`config.mk`:
```
export PLATFORM = sky130hd
export DESIGN_NAME = pce_top
export DESIGN_NICKNAME = d
export VERILOG_FILES = /design/src/hdl/pce_pkg.sv /design/src/hdl/pce_top.sv /design/src/hdl/pce_sync.sv
export SDC_FILE = /design/constraint.sdc
export NUM_CORES = 1
export LEC_CHECK = 0
export BUFFER_PORTS_ARGS = -buffer_cell sky130_fd_sc_hd__buf_2
export CAP_MARGIN = 20
export CORE_MARGIN = 1
export CORE_UTILIZATION = 40
export DETAILED_ROUTE_END_ITERATION = 8
export PLACE_DENSITY_LB_ADDON = 0.08
export RECOVER_POWER = 50
export SLEW_MARGIN = 20
export SYNTH_ARGS = -nofsm -noshare
export SYNTH_HDL_FRONTEND = slang
export SYNTH_SLANG_ARGS = --single-unit
```
`constraint.sdc`:
```
create_clock -name clk_in -period 8 [get_ports clk_in]
set_input_delay 0.4 -clock clk_in [delete_from_list [all_inputs] [get_ports clk_in]]
set_output_delay 0.4 -clock clk_in [all_outputs]
set_load 0.02 [all_outputs]
```
`src/hdl/pce_pkg.sv`:
```
// Purpose: Shared constants for the pin configuration and event output block
// Assumes: 25 MHz system clock, 32-bit AHB-Lite register access
// Notes: Offsets are byte addresses
//
// Functional notes
// - Enabled pin 9/8 input clears timer interrupt
// - Clear input polarity from pin polarity bits
// - Timer clear only while pin is input
// - Clear is edge detected, longer than 40 ns
// - Per-pin polarity sets level interrupt status
// - Pin 9/8 polarity selects capture event polarity
// - Event-output enables route compare events to pins
// - Event-output enable forces pin direction to output
// - Buffer type still applies under event output
// - Pin 9 event polarity bit, reset one
// - Pin 8 event polarity bit, reset one
// - Open-drain drives low on zero, else floats
// - Direction bit: zero input, one output
package pce_pkg;

  // ****************************************
  // Register map
  // ****************************************
  localparam logic [31:0] PCE_OFS_CFG = 32'h0000_01e0;
  localparam logic [31:0] PCE_OFS_DATA_DIR = 32'h0000_01e4;
  localparam logic [31:0] PCE_OFS_IRQ_STS = 32'h0000_01e8;
  localparam logic [31:0] PCE_OFS_IRQ_MASK = 32'h0000_01ec;

  // ****************************************
  // Field layout
  // ****************************************
  localparam int PCE_NPINS = 12;
  localparam int PCE_CFG_CLR_EN_LSB = 28;
  localparam int PCE_CFG_POL_LSB = 16;
  localparam int PCE_CFG_EV_OE_LSB = 14;
  localparam int PCE_CFG_EV_POL9_BIT = 13;
  localparam int PCE_CFG_EV_POL8_BIT = 12;
  localparam int PCE_CFG_BUF_LSB = 0;
  localparam int PCE_DIR_LSB = 16;
  localparam int PCE_DATA_LSB = 0;
  localparam int PCE_STS_W = 13;
  localparam int PCE_STS_TCLR_BIT = 12;

  // ****************************************
  // Reset values
  // ****************************************
  localparam logic [1:0] PCE_RST_CLR_EN = 2'h0;
  localparam logic [11:0] PCE_RST_POL = 12'h000;
  localparam logic [1:0] PCE_RST_EV_OE = 2'h0;
  localparam logic PCE_RST_EV_POL = 1'b1;
  localparam logic [11:0] PCE_RST_BUF = 12'h000;
  localparam logic [11:0] PCE_RST_DIR = 12'h000;
  localparam logic [11:0] PCE_RST_DATA = 12'h000;
  localparam logic [12:0] PCE_RST_MASK = 13'h0000;

  // ****************************************
  // Timing
  // ****************************************
  localparam int PCE_CLK_PERIOD_NS = 40;
  localparam int PCE_TCLR_MIN_NS = 40;
  localparam int PCE_TCLR_MIN_CYC_RAW = (PCE_TCLR_MIN_NS + PCE_CLK_PERIOD_NS - 1) / PCE_CLK_PERIOD_NS;
  localparam int PCE_TCLR_MIN_CYC = (PCE_TCLR_MIN_CYC_RAW < 1) ? 1 : PCE_TCLR_MIN_CYC_RAW;

endpackage : pce_pkg

```
`src/hdl/pce_top.sv`:
```
// Purpose: Twelve-pin configuration, level interrupts and timer event pins
// Assumes: AHB-Lite slave, single word transfers, 25 MHz clock
// Notes: Pin outputs are registered, one cycle behind the registers
//
// The AHB-Lite interface to the registers was decided locally.
`timescale 1ns/1ps
module pce_top (
  // Clock and reset
  input wire logic clk_in,
  input wire logic rst_b_in,
  // AHB-Lite slave
  input wire logic hsel_in,
  input wire logic [31:0] haddr_in,
  input wire logic [1:0] htrans_in,
  input wire logic hwrite_in,
  input wire logic [2:0] hsize_in,
  input wire logic [31:0] hwdata_in,
  input wire logic hready_in,
  output logic hreadyout_out,
  output logic hresp_out,
  output logic [31:0] hrdata_out,
  // Pins
  input wire logic [11:0] pin_in,
  output logic [11:0] pin_out,
  output logic [11:0] pin_oe_out,
  // Precision-time timer side
  input wire logic [1:0] ptp_compare_in,
  output logic ptp_timer_clear_out,
  output logic [1:0] ptp_capture_out,
  // Interrupt
  output logic irq_out
);

  // ****************************************
  // Reset release
  // ****************************************
  logic rst_meta_r;
  logic rst_b_r;

  always_ff @(posedge clk_in or negedge rst_b_in) begin
    if (!rst_b_in) begin
      rst_meta_r <= 1'b0;
      rst_b_r <= 1'b0;
    end else begin
      rst_meta_r <= 1'b1;
      rst_b_r <= rst_meta_r;
    end
  end

  // ****************************************
  // Registers
  // ****************************************
  logic [1:0] clr_en_r;
  logic [11:0] irq_pol_r;
  logic [1:0] ev_oe_r;
  logic ev_pol9_r;
  logic ev_pol8_r;
  logic [11:0] buf_r;
  logic [11:0] dir_r;
  logic [11:0] data_r;
  logic [12:0] sts_r;
  logic [12:0] sts_nxt;
  logic [12:0] mask_r;

  // ****************************************
  // Bus slave
  // ****************************************
  logic wr_pend_r;
  logic rd_wait_r;
  logic [31:0] addr_r;
  logic [31:0] rdata_nxt;
  logic [11:0] pin_s;

  wire addr_phase = hsel_in & htrans_in[1] & hready_in & (hsize_in == 3'h2);
  wire rd_req = addr_phase & ~hwrite_in;
  wire wr_req = addr_phase & hwrite_in;
  wire sel_cfg = (addr_r == pce_pkg::PCE_OFS_CFG);
  wire sel_dd = (addr_r == pce_pkg::PCE_OFS_DATA_DIR);
  wire sel_sts = (addr_r == pce_pkg::PCE_OFS_IRQ_STS);
  wire sel_mask = (addr_r == pce_pkg::PCE_OFS_IRQ_MASK);
  wire wr_cfg = wr_pend_r & sel_cfg;
  wire wr_dd = wr_pend_r & sel_dd;
  wire wr_mask = wr_pend_r & sel_mask;
  wire rd_sts = rd_wait_r & sel_sts;

  // Reads take one wait state so earlier writes are visible
  assign hreadyout_out = ~rd_wait_r;
  assign hresp_out = 1'b0;

  // Upper config bits stay zero on read
  wire [31:0] cfg_word = {2'h0, clr_en_r, irq_pol_r, ev_oe_r, ev_pol9_r, ev_pol8_r, buf_r};
  wire [31:0] dd_word = {4'h0, dir_r, 4'h0, pin_s};
  assign rdata_nxt = sel_cfg ? cfg_word :
                     sel_dd ? dd_word :
                     sel_sts ? {19'h0, sts_r} :
                     sel_mask ? {19'h0, mask_r} : 32'h0000_0000;

  always_ff @(posedge clk_in or negedge rst_b_r) begin
    if (!rst_b_r) begin
      wr_pend_r <= 1'b0;
      rd_wait_r <= 1'b0;
      addr_r <= 32'h0000_0000;
      hrdata_out <= 32'h0000_0000;
    end else begin
      wr_pend_r <= wr_req;
      rd_wait_r <= rd_req;
      if (addr_phase) begin
        addr_r <= haddr_in;
      end
      if (rd_wait_r) begin
        hrdata_out <= rdata_nxt;
      end
    end
  end

  always_ff @(posedge clk_in or negedge rst_b_r) begin
    if (!rst_b_r) begin
      clr_en_r <= pce_pkg::PCE_RST_CLR_EN;
      irq_pol_r <= pce_pkg::PCE_RST_POL;
      ev_oe_r <= pce_pkg::PCE_RST_EV_OE;
      ev_pol9_r <= pce_pkg::PCE_RST_EV_POL;
      ev_pol8_r <= pce_pkg::PCE_RST_EV_POL;
      buf_r <= pce_pkg::PCE_RST_BUF;
    end else if (wr_cfg) begin
      clr_en_r <= hwdata_in[pce_pkg::PCE_CFG_CLR_EN_LSB +: 2];
      irq_pol_r <= hwdata_in[pce_pkg::PCE_CFG_POL_LSB +: 12];
      ev_oe_r <= hwdata_in[pce_pkg::PCE_CFG_EV_OE_LSB +: 2];
      ev_pol9_r <= hwdata_in[pce_pkg::PCE_CFG_EV_POL9_BIT];
      ev_pol8_r <= hwdata_in[pce_pkg::PCE_CFG_EV_POL8_BIT];
      buf_r <= hwdata_in[pce_pkg::PCE_CFG_BUF_LSB +: 12];
    end
  end

  always_ff @(posedge clk_in or negedge rst_b_r) begin
    if (!rst_b_r) begin
      dir_r <= pce_pkg::PCE_RST_DIR;
      data_r <= pce_pkg::PCE_RST_DATA;
      mask_r <= pce_pkg::PCE_RST_MASK;
    end else begin
      if (wr_dd) begin
        dir_r <= hwdata_in[pce_pkg::PCE_DIR_LSB +: 12];
        data_r <= hwdata_in[pce_pkg::PCE_DATA_LSB +: 12];
      end
      if (wr_mask) begin
        mask_r <= hwdata_in[12:0];
      end
    end
  end

  // ****************************************
  // Pin input path
  // ****************************************
  logic [11:0] pin_prev_r;

  pce_sync #(
    .WIDTH(12)
  ) u_sync (
    .clk_in(clk_in),
    .rst_b_in(rst_b_r),
    .d_in(pin_in),
    .q_out(pin_s)
  );

  always_ff @(posedge clk_in or negedge rst_b_r) begin
    if (!rst_b_r) begin
      pin_prev_r <= 12'h000;
    end else begin
      pin_prev_r <= pin_s;
    end
  end

  // Active level per pin follows its polarity bit
  wire [11:0] pin_act = ~(pin_s ^ irq_pol_r);
  wire [11:0] pin_act_prev = ~(pin_prev_r ^ irq_pol_r);
  // Edge only, so a held level clears once; 40 ns is one sample
  wire [1:0] act_edge98 = pin_act[9:8] & ~pin_act_prev[9:8];
  // Capture pulses are not gated by direction

  // ****************************************
  // Pin output path
  // ****************************************
  wire [11:0] ev_oe_w = {2'h0, ev_oe_r, 8'h00};
  wire [11:0] ev_pol_w = {2'h0, ev_pol9_r, ev_pol8_r, 8'h00};
  wire [11:0] cmp_w = {2'h0, ptp_compare_in, 8'h00};
  logic [11:0] dir_eff;
  logic [11:0] pin_val;
  logic [11:0] pin_out_nxt;
  logic [11:0] pin_oe_nxt;

  genvar gi;
  generate
    for (gi = 0; gi < pce_pkg::PCE_NPINS; gi++) begin : g_pin
      // Event enable overrides direction, not buffer type
      assign dir_eff[gi] = dir_r[gi] | ev_oe_w[gi];
      assign pin_val[gi] = ev_oe_w[gi] ? ~(cmp_w[gi] ^ ev_pol_w[gi]) : data_r[gi];
      assign pin_oe_nxt[gi] = dir_eff[gi] & (~buf_r[gi] | ~pin_val[gi]);
      assign pin_out_nxt[gi] = pin_val[gi] & ~buf_r[gi];
    end
  endgenerate

  always_ff @(posedge clk_in or negedge rst_b_r) begin
    if (!rst_b_r) begin
      pin_out <= 12'h000;
      pin_oe_out <= 12'h000;
    end else begin
      pin_out <= pin_out_nxt;
      pin_oe_out <= pin_oe_nxt;
    end
  end

  // ****************************************
  // Timer clear, capture and interrupts
  // ****************************************
  wire [1:0] tclr_hit = act_edge98 & clr_en_r & ~dir_eff[9:8];
  wire [12:0] sts_set = {|tclr_hit, pin_act};

  // Set wins over the read clear so no event is lost
  // Held levels keep their bit set through a read clear
  assign sts_nxt = (sts_r & ~(rd_sts ? 13'h1fff : 13'h0000)) | sts_set;

  always_ff @(posedge clk_in or negedge rst_b_r) begin
    if (!rst_b_r) begin
      sts_r <= 13'h0000;
      ptp_timer_clear_out <= 1'b0;
      ptp_capture_out <= 2'h0;
    end else begin
      sts_r <= sts_nxt;
      ptp_timer_clear_out <= |tclr_hit;
      ptp_capture_out <= act_edge98;
    end
  end

  assign irq_out = |(sts_r & mask_r);
endmodule : pce_top

```
`src/hdl/pce_sync.sv`:
```
// Purpose: Two-flop synchroniser for pin inputs
// Assumes: Inputs are asynchronous to clk_in
// Notes: Only the second stage leaves the module
`timescale 1ns/1ps
module pce_sync #(
  parameter int WIDTH = 12
) (
  // Clock and reset
  input wire logic clk_in,
  input wire logic rst_b_in,
  // Data
  input wire logic [WIDTH-1:0] d_in,
  output logic [WIDTH-1:0] q_out
);

  logic [WIDTH-1:0] meta_r;

  // First stage feeds nothing but the second
  always_ff @(posedge clk_in or negedge rst_b_in) begin
    if (!rst_b_in) begin
      meta_r <= '0;
      q_out <= '0;
    end else begin
      meta_r <= d_in;
      q_out <= meta_r;
    end
  end

endmodule : pce_sync

```
Yosys cells after proc, flatten, opt, wreduce, memory -nomap -nowiden
Index checks and enable logic that the tools add are counted.
- flip-flop bits (word level): 209
- bits in latches: 0
- bits in writable memories: 0
- ROM bits: 0
- input port bits: 88
- output and inout bits: 62
- word-level logic and storage cells: 127
- memories kept: 0
- add/subtract/negate cells: 0
- $mul: 0
- divide/modulo/power cells: 0
- order comparisons: 0
- eq/ne operators: 5
- shift operators: 0
- mux-type cells: 7
- bitwise logic cells: 90
- reductions and logical operators: 2
- operators with widths (cell ; count):
    $eq A32 B9 Y1 const B ; 4
    $mux W13 ; 3
    $and A1 B1 Y1 ; 33
    $mux W30 ; 1
    $mux W28 ; 1
    $not A1 Y1 ; 28
    $and A13 B13 Y13 ; 2
    $or A1 B1 Y1 ; 14
    $not A13 Y13 ; 1
    $or A13 B13 Y13 ; 1
    $reduce_or A13 Y1 ; 1
    $not A12 Y12 ; 1
    $xor A12 B12 Y12 ; 1
    $not A10 Y10 ; 1
    $xor A10 B10 Y10 ; 1
    $and A2 B2 Y2 ; 3
    $not A2 Y2 ; 2
    $eq A3 B2 Y1 const B ; 1
    $mux W1 ; 2
    $reduce_or A2 Y1 ; 1
    $xor A1 B1 Y1 ; 2

Depth between registers and ports, before layout
Gate-level depths: netlist of run 1.
- depth in word-level cells: 8
- mapped depth: 7

Modules after synthesis
From an unflattened synthesis of run 1, not the netlist that was laid out.
- cell total of the unflattened synthesis: 519
- area, all modules: 7797.5 µm²
- modules (own cells, without submodules) (module ; times used ; cells an instance ; area each (µm²) ; sequential area each (µm²)):
    pce_top ; 1 ; 495 ; 7196.9 ; 4381.7
    pce_sync ; 1 ; 24 ; 600.6 ; 600.6

Worst setup path before layout of run 1
OpenSTA, ideal clock, no wires.
- kind: register to register
- start: register addr_r[11]
- end: register buf_r[0]
- setup time: 0.125 ns
- data arrival time: 2.147 ns
- path slack: 5.728 ns
- stages on the path, launching flop included: 8
- cell sequence: dfrtp_1 -> nor4b_2 -> nand4_1 -> or3_1 -> buf_2 -> nor4b_4 -> buf_6 -> mux2_2
- word-level cells in the longest chain between the ends: 2
- RTL lines (element ; RTL line ; source):
    from (decl) ; pce_top.sv:70 ; logic [31:0] addr_r;
    from (signal assigned) ; pce_top.sv:108 ; addr_r <= haddr_in;
    $eq A32 B9 Y1 ; pce_top.sv:77 ; wire sel_cfg = (addr_r == pce_pkg::PCE_OFS_CFG);
    $and A1 B1 Y1 ; pce_top.sv:81 ; wire wr_cfg = wr_pend_r & sel_cfg;
    to (signal assigned) ; pce_top.sv:123 ; buf_r <= pce_pkg::PCE_RST_BUF;
    to (signal assigned) ; pce_top.sv:130 ; buf_r <= hwdata_in[pce_pkg::PCE_CFG_BUF_LSB +: 12];
    to (decl) ; pce_top.sv:58 ; logic [11:0] buf_r;
No other way between the ends.
A chain may end at the register's enable or synchronous reset.

Final worst setup path of run 1
- start: register addr_r[17]
- end: register buf_r[0]
Same word-level chain as after synthesis.

==> run summary, run 1 <==
The flow ran to the end, but the final reports show violations. The final reports fail on capacitance limit, slew limit. Portion of total power attributed to the clock network: 42.4%.

The length in cells of the worst reg-to-reg path came out at 6. Synthesis handed over a netlist of 526 instances. By count the netlist is led by dfrtp_1, mux2_2, mux2i_1. The power density relative to cell area is 229.7 nW/µm².

Share of cell area taken by muxes after synthesis: 18.06%. TritonCTS built the clock tree. Yosys attributes the largest share of cell area to dfrtp_1, mux2_2, mux2i_1. Of the synthesized area, sequential elements account for 64.44%. The run gives 92 as the final max-slew violation count.

Walking the worst path, the cells encountered are nor4_1 -> nand4_1 -> or3_1 -> nor4b_4 -> buf_4 -> mux2_2. After detailed routing, the total wire length is 17.32 mm. After clock tree synthesis, the clock-pin slew on the worst setup and hold paths is 0.07 ns.

Synthesis inferred 199 register bits. For the core region area, the log shows 18830 µm². The first global-routing pass estimated 28.13 mm of wire. The initial antenna violation count is 0. The detailed-route DRC error count is 0, and the length of the first detailed-routing pass in iterations is 4.

The logic gate share of total power was 7.2%; the number of synthesized flops with an enable pin was 0. The number of routed nets with antenna violations was 0; the die outline width was 141.0 µm. Post-layout minimum cycle time: 2.853 ns. Entering global routing, the biggest net connects 86 pins. The number of I/O port buffers was 143.

The switching share of power is 22.56%. The number of hold-slack violations in the final timing report is 0. The tools report the register-to-register setup slack as 5.15 ns.

Power consumption: 2.123 mW. In this run the most critical hold path is launched from pin_in[1]. Counting the fill cells in the layout gives 1737.

The path with the worst hold slack has its endpoint at u_sync.meta_r[1]. The tools report the final setup TNS as 0 ns. Setup repair after global routing left no endpoint under its margin. The worst setup path is captured at a flip-flop. Clock tree synthesis found a total of 199 sinks. The adder-cell area share of the yosys netlist works out to 0%. The total die area is 19890 µm². The internal power of the cells totals 1.644 mW. Simple-gate share of the synthesized area: 5.098%. The run gives 17 as the number of CTS-inserted buffers. Using the TritonRoute via totals, the vias-per-cell ratio works out to 5.021.

The normalized max-slew margin came out at -45.11%. The final critical path takes up 35.66% of the cycle. The post-synthesis xor/xnor area fraction was 1.359%; the relative area change from synthesis to final layout was 19.58%. The main combinational cell family by area after synthesis was multiplexers. The total buffers and inverters traversed by the critical path was 1. The HPWL after detailed placement is 11.59 mm. Data on the critical path is required at its endpoint by 8.31 ns. STA puts the critical path data arrival time at 3.16 ns. For this run, the number of Yosys warnings is 0. The min-delay analysis places its worst path in the category in2reg.

The switching power total is 479.0 µW, and the async set-or-reset flop fraction in the synthesized netlist is 100.0%. The cell family contributing the most delay on the critical path is simple AND/OR/NAND/NOR gates. The run gives 2592 µm² as the area of the multi-input gates. Setup violations remaining at the end of the flow were counted as 0.

The deepest level of the CTS H-tree is 4, and the count of different cell masters after synthesis is 46. The overall routing resource usage came out at 18.91%. The startpoint identified for the worst register-to-register timing path is addr_r[17].

For the number of maximum-capacitance constraint violations, the log shows 2. For this run the aggregate overflow at the end of global routing stands at 0. In this run the critical register-to-register path is captured at buf_r[0].

The logs give 203 for the number of DRC markers in iteration 0 and 5083 for the number of global-route vias before repair. The run gives 0.7407 as the placer's final routability congestion estimate. The tools report the largest clock skew in the final design as 0.007732 ns.

The number of antenna diodes in the final layout is 0. The worst setup path is of the reg2reg kind. On the worst path, the slowest cell contributes a delay of 0.59 ns.

The run gives 4982 µm² as the area occupied by registers. The worst-case IR drop observed on VDD is 0.1488 mV. The die is 141.0 µm tall.

The post-route netlist has 30.80% of its cells at a drive strength greater than 1. The logs give 41.06% for the starting density of the core and 761 for the number of nets in the finished design. The largest total area in the synthesized netlist belongs to dfrtp_1. The synthesized-area fraction occupied by ao, oa, aoi and oai cells was 8.820%. The top cell type by area accounts for 63.76% of the synthesized area. The routed layout has 4745 vias. In this run, flip-flops and latches consume 50.4% of the power. The longest clock path from root to sink contains 2 buffers.

The number of stages on the worst hold path was 1; the maximum achievable frequency was 350.5 MHz. The leakage power total is 4.345 nW. The root buffer cell is clkbuf_16. The slowest stage of the critical path is the or3_1 cell. By instance count, the leading cell after synthesis is dfrtp_1. The worst setup path is launched from a flip-flop. For the combined area of all synthesized cells, the log shows 7731 µm². Of all nets on the critical path, the largest fanout is 30.

The floorplan has 50 rows. 150 I/O pins were placed. The mean post-synth cell area is 14.70 µm². The slew at the pin closest to its max-slew limit was 2.177 ns; the wire length per cell after detailed routing was 18.33 µm.

For this run, the leading register cell type out of synthesis is dfrtp_1. The later pin in the worst-skew pair is clocked with a latency of 0.43 ns.
## flip-flops by register name, indices dropped and copies added, names as in the netlist, 13 cells and up
| signal | flops |
|---|---|
| mask_r | 13 |
| hrdata_out | 30 |
| addr_r | 32 |
| sts_r | 13 |
## placed cells by master, fill, tap and decap left out, types with 13 or more instances in the layout
master	n
mux2i_1	27
mux2_1	13
nand2_1	22
clkbuf_1	64
dfrtp_1	197
buf_2	82
clkbuf_16	17
o2bb2ai_1	25
mux2_2	87
o21ai_0	14
## power by group through the flow
stage / Sequential, mW / Combinational (mW) / Clock [mW]
floorplan: 1.09 / 0.0903 / 0
global placement: 1.09 / 0.152 / 0
detailed placement: 1.09 / 0.155 / 0
CTS: 1.07 / 0.156 / 0.928
global route: 1.08 / 0.169 / 0.969
finish: 1.07 / 0.153 / 0.901
## logic make-up after synthesis
group	Yosys count
simple gates	67
compound gates	90
flops	199
mux	127
buf+inv	29
other cells	2
xor+xnor	12
## worst register-to-register path: stages (launching register included)
cell     delay (ns)
dfrtp_1        0.38
nor4_1         0.32
nand4_1        0.26
or3_1          0.59
nor4b_4        0.30
buf_4          0.48
mux2_2         0.41
## metrics by stage
step	instances	util [%]	instance area [µm²]	worst slack, ns	hold WS, ns
6_report	945	49.10	9245	5.147	0.07684
5_1_grt	945	49.10	9245	4.729	0.04744
3_5_place_dp	913	46.17	8695	5.143	0.1880
2_1_floorplan	528	-	7739	2.048	0.1044
3_3_place_gp	913	46.17	8695	5.170	0.1852
4_1_cts	945	49.52	9325	5.133	0.05290
## how the worst max path moves through the flow
stage	slack, ns	endpoint	depth (start not counted)	startpoint
2_1_floorplan	2.05	addr_r[0]	0	rst_b_r
3_3_place_gp	5.17	irq_pol_r[4]	6	addr_r[17]
3_5_place_dp	5.14	buf_r[0]	6	addr_r[17]
4_1_cts	5.13	buf_r[0]	6	addr_r[17]
5_1_grt	4.73	irq_pol_r[10]	1	rst_b_r
6_report	5.15	buf_r[0]	6	addr_r[17]
## final cells by class
class / instances / area share, %
repair buffers: 153 / 7.755
flip-flops and latches: 199 / 53.89
clock buffers: 20 / 4.832
clock inverters: 11 / 1.881
well taps: 260 / 3.519
multi-input cells: 300 / 28.04
inverters: 2 / 0.08120
## repair_timing
| item | CTS | global route |
|---|---|---|
| gates resized for setup | 0 | 0 |
| buffers inserted | 0 | 0 |
| hold endpoints to repair | 2 | 0 |
| hold buffers | 1 | 0 |
## metal layers
metal | GRT usage [%] | share of wire (%) | up-vias
met5 | 0 | 0 | -
met4 | 6.064 | 1.0 | 0
met3 | 4.076 | 2.9 | 14
met2 | 31.19 | 50 | 89
met1 | 24.93 | 46 | 2453
li1 | - | - | 2189
Note: power is estimated with default switching activity, not from simulation.
==> inputs of run 2 (changes only) <==
- ABC_AREA: unset -> 1
- clock period: 8 -> 2.3 ns (I/O delays scaled with it)
==> run 2 against run 1 <==
Against the previous run: the flow now finishes without violations; clock skew decreased by 0.00098 ns; non-clock buffer count increased by 86; die area increased by 5.8%; largest cell class unchanged; critical path type unchanged.
==> run summary, run 2 <==
The register bit count reported by yosys is 199 (unchanged), and the placer's final routability congestion estimate is 0.8124 (+9.7%). The tools report the initial antenna violation count as 1 (+1). The run gives 0 (unchanged) as the number of setup buffers added after CTS. The fraction of post-synthesis cell area in the top cell type by area was 60.24% (-3.5 points); the number of synthesized flops with an enable pin was 0 (unchanged).

The logs give 8.8% (+1.6 points) for the logic gate share of total power and 0 (unchanged) for the number of routed nets with antenna violations. The number of I/O port buffers is 143 (unchanged). The tools report the core region area as 19780 µm² (+5.0%). The library cell used most frequently in the layout, excluding fill and tap cells, is nand2_1.

The worst hold path begins at hwdata_in[0]. nand2_1 is the most common cell in the netlist. Setup repair after global routing left no endpoint under its margin. The worst setup path is captured at a flip-flop. The routed via count was 6184 (+30%); the fraction of final layout cells sized beyond drive strength 1 was 21.94% (-8.9 points). The run gives 8184 µm² (+5.9%) as the combined area of all synthesized cells.

The register-to-register setup slack was 0.34 ns (-4.81 ns). The run gives 32 (-30%) as the count of different cell masters after synthesis. The async set-or-reset flop fraction in the synthesized netlist was 100.0% (unchanged); the starting density of the core was 41.37% (+0.32 points).

The logs give 60.88% (-3.6 points) for the post-synthesis sequential area ratio and 5.525 mW (+240%) for the internal power. For the normalized max-slew margin, the log shows 19.97% (+65 points). Number of maximum-capacitance constraint violations: 0 (-2). The post-synthesis xor/xnor area fraction is 1.284% (-0.075 points), and the relative contribution of sequential cells to total power is 52.5% (+2.1 points). Largest clock skew in the final design: 0.006748 ns (-0.0009846 ns). For the number of DRC markers in iteration 0, the log shows 438 (+120%). The number of global-route vias before repair is 6158 (+21%).

The logs give 13.34 mm (+15%) for the placed wire-length estimate after detailed placement and 2 (unchanged) for the maximum buffer depth of the clock tree. Instance area after placement: 9164 µm² (+5.4%). The run gives 19.77 mm (+14%) as the routed wire length.

The logs give 32.93 mm (+17%) for the global-route wire length before repair and 0.4884 mV (+230%) for the maximum vdd ir drop. The logs give 1350 (+43%) for the non-filler instance count after layout and 21040 µm² (+5.8%) for the total die area. The run gives 0 (unchanged) as the antenna diode instance count. Most flop-heavy register: addr_r.

The endpoint identified for the worst register-to-register timing path is clr_en_r[0]. Power density relative to cell area: 693.1 nW/µm² (+200%). The final standard cell area without fillers is 10440 µm² (+13%), and the global-route track usage on met2 is 28.77% (-2.4 points).

The synthesized-area fraction occupied by ao, oa, aoi and oai cells came out at 10.17% (+1.3 points). The maximum number of pins on one net before global-route repair is 67 (-22%), and the detailed-route DRC error count is 0 (unchanged). The run gives 51 (+2.0%) as the standard-cell row count. In the layout the commonest cells are nand2_1, dfrtp_1, buf_2. For the deepest level of the CTS H-tree, the log shows 4 (unchanged). TritonCTS built the clock tree. The post-layout minimum cycle time came out at 1.964 ns (-0.8893 ns).

The number of stages on the worst hold path was 3 (+2); the adder-cell area share of the yosys netlist was 0% (unchanged). From synthesis to final layout, the design area changed by 27.58%. The commonest cells after synthesis are nand2_1, dfrtp_1, nor2_1.

The count of instances resized after the clock tree is built is 0 (unchanged). The number of nets in the finished design is 1161 (+53%). The tools report the source-to-sink clock delay at the later pin of the worst-skew pair as 0.43 ns (about the same). The slew at the pin closest to its max-slew limit works out to 1.200 ns (-0.9762 ns). The peak-usage layer in the global routing report was met1. For the final max-slew violation count, the log shows 0 (-100%). The tools report the maximum achievable frequency as 509.2 MHz (+45%).

The path with the worst hold slack has its endpoint at data_r[0]. The flip-flop count of the largest register, all copies and words added was 32 (unchanged). STA classifies the critical path startpoint as a flip-flop.

The global-route met3 utilization was 3.113% (-0.96 points). The final setup TNS is 0 ns (unchanged). The worst register-to-register path begins at addr_r[15].

The overall routing resource usage was 20.20% (+1.3 points); the switching share of power was 23.66% (+1.1 points). The logs give 2.26 ns (-0.90 ns) for the arrival time reported for the critical path endpoint and 17 (unchanged) for the number of CTS-inserted buffers. The routed via count divided by cell count came out at 4.581 (-8.8%). The clock-pin slew reported for the worst setup and hold paths after clock tree synthesis is 0.07 ns (about the same). The length in cells of the worst reg-to-reg path came out at 10 (+4). By area, the combinational part of the netlist is dominated by simple AND/OR/NAND/NOR gates.

The start-to-end type of the worst setup path is reg2reg. The length of the first detailed-routing pass in iterations is 4 (unchanged), and the simple-gate share of the synthesized area is 18.19% (+13 points). For the number of warning messages in the yosys log, the log shows 0 (unchanged).

The die outline width came out at 145.0 µm (+2.8%). Post-synthesis instance total: 854 (+62%). The root buffer cell is clkbuf_16. The largest registers in the layout are addr_r: 32 flops, hrdata_out: 30 flops. The leakage power total was 5.400 nW (+24%); the portion of total power attributed to the clock network was 38.7% (-3.7 points). The number of hold-slack violations in the final timing report came out at 0 (unchanged). The share of cell area taken by muxes after synthesis was 3.165% (-15 points).

The wire length per cell after detailed routing is 14.64 µm (-20%), and the global-route met1 utilization is 30.74% (+5.8 points). Class of the tightest hold or removal check: in2reg. The run gives 150 (unchanged) as the number of ports placed on the die boundary. The run gives 1243 (+36%) as the instance count after placement with tap cells included. The flow ran to the end, and the final reports show no timing, DRC or antenna violations.

Die height: 145.0 µm (+2.8%). The switching power total is 1.712 mW (+260%). Ranked by total cell area, the synthesized netlist is headed by dfrtp_1, nand2_1, nor2_1. The period utilization is 85.38% (+50 points), and the final global-route overflow total is 0 (unchanged). The number of clock sinks was 199 (unchanged); the mean post-synth cell area was 9.583 µm² (-35%). For the setup-violating endpoint count in the final report, the log shows 0 (unchanged).

Primary flip-flop cell chosen by synthesis mapping: dfrtp_1. Cell type contributing the most total cell area after synthesis: dfrtp_1. The number of buffers inserted by hold repair at cts was 76 (+75). The highest fanout seen on the critical path came out at 36 (+20%). The tools report the required time of the critical path as 2.60 ns (-5.71 ns).
==> run 2: cell count changes after synthesis, moves of 13 or more <==
cell and change:
nand2_1 +192, nor2_1 +90, mux2_2 -64, inv_1 +63, a21oi_1 +45, o21ai_1 +34
nand3_1 +32, mux2i_1 -27, o2bb2ai_1 -25, o21ai_2 +19, buf_2 +18, mux2_1 -13
==> run 2: metrics by stage <==
step | total power [mW] | utilization (%) | hold slack (ns) | setup WS, ns
floorplan | 4.180 | - | -0.1806 | 0.2695
detailed placement | 4.411 | 46.33 | -0.09694 | 0.3299
global route | 7.544 | 52.78 | 0.03417 | 0.1063
CTS | 7.321 | 52.92 | 0.005584 | 0.3001
finish | 7.237 | 52.78 | 0.01070 | 0.3363
global placement | 4.402 | 46.33 | -0.09832 | 0.3516
==> run 2: power by group through the flow <==
stage	clock (mW)	combinational, mW	sequential (mW)
global route	3.01	0.713	3.82
CTS	2.88	0.645	3.80
global placement	0	0.541	3.86
finish	2.80	0.636	3.80
detailed placement	0	0.545	3.87
floorplan	0	0.247	3.93
==> run 2: routing by layer <==
layer	wire length, µm	vias to the layer above
li1	-	3149
met1	10160	2859
met2	8362	153
met3	961	23
met4	284	0
met5	0	-
==> run 2: final cells by class <==
| class | count | area [µm²] |
|---|---|---|
| Sequential cell | 199 | 4982 |
| Multi-Input combinational cell | 548 | 2700 |
| Clock buffer | 22 | 464.2 |
| Clock inverter | 9 | 78.83 |
| Timing Repair Buffer | 239 | 1629 |
| Tap cell | 265 | 331.6 |
| Inverter | 68 | 255.2 |
| Fill cell | 1870 | 9340 |
==> run 2: logic make-up (layout without fill, tap and decap cells) <==
| group | after synthesis | count (layout) |
|---|---|---|
| flip-flops | 199 | 199 |
| AND/OR/NAND/NOR | 366 | 366 |
| XOR/XNOR | 12 | 12 |
| other | 2 | 4 |
| multiplexers | 23 | 23 |
| AO/OA/AOI/OAI | 143 | 143 |
| buffers and inverters | 109 | 338 |
==> run 2: worst max-delay path: stages, from the launching register on <==
cell	delay [ns]
dfrtp_1	0.38
nor2_1	0.10
nand2_1	0.13
nor2_4	0.15
buf_4	0.21
nand2_1	0.11
nor2_4	0.17
nand2_2	0.07
buf_4	0.28
nor2_1	0.16
a21oi_2	0.04
==> run 2: worst max-delay path by stage <==
stage | from | endpoint | slack [ns]
4_1_cts | addr_r[23] | data_r[2] | 0.30
6_report | addr_r[15] | clr_en_r[0] | 0.34
5_1_grt | addr_r[21] | dir_r[0] | 0.11
3_5_place_dp | addr_r[19] | data_r[2] | 0.33
3_3_place_gp | addr_r[21] | data_r[3] | 0.35
2_1_floorplan | rst_b_r | addr_r[0] | 0.27
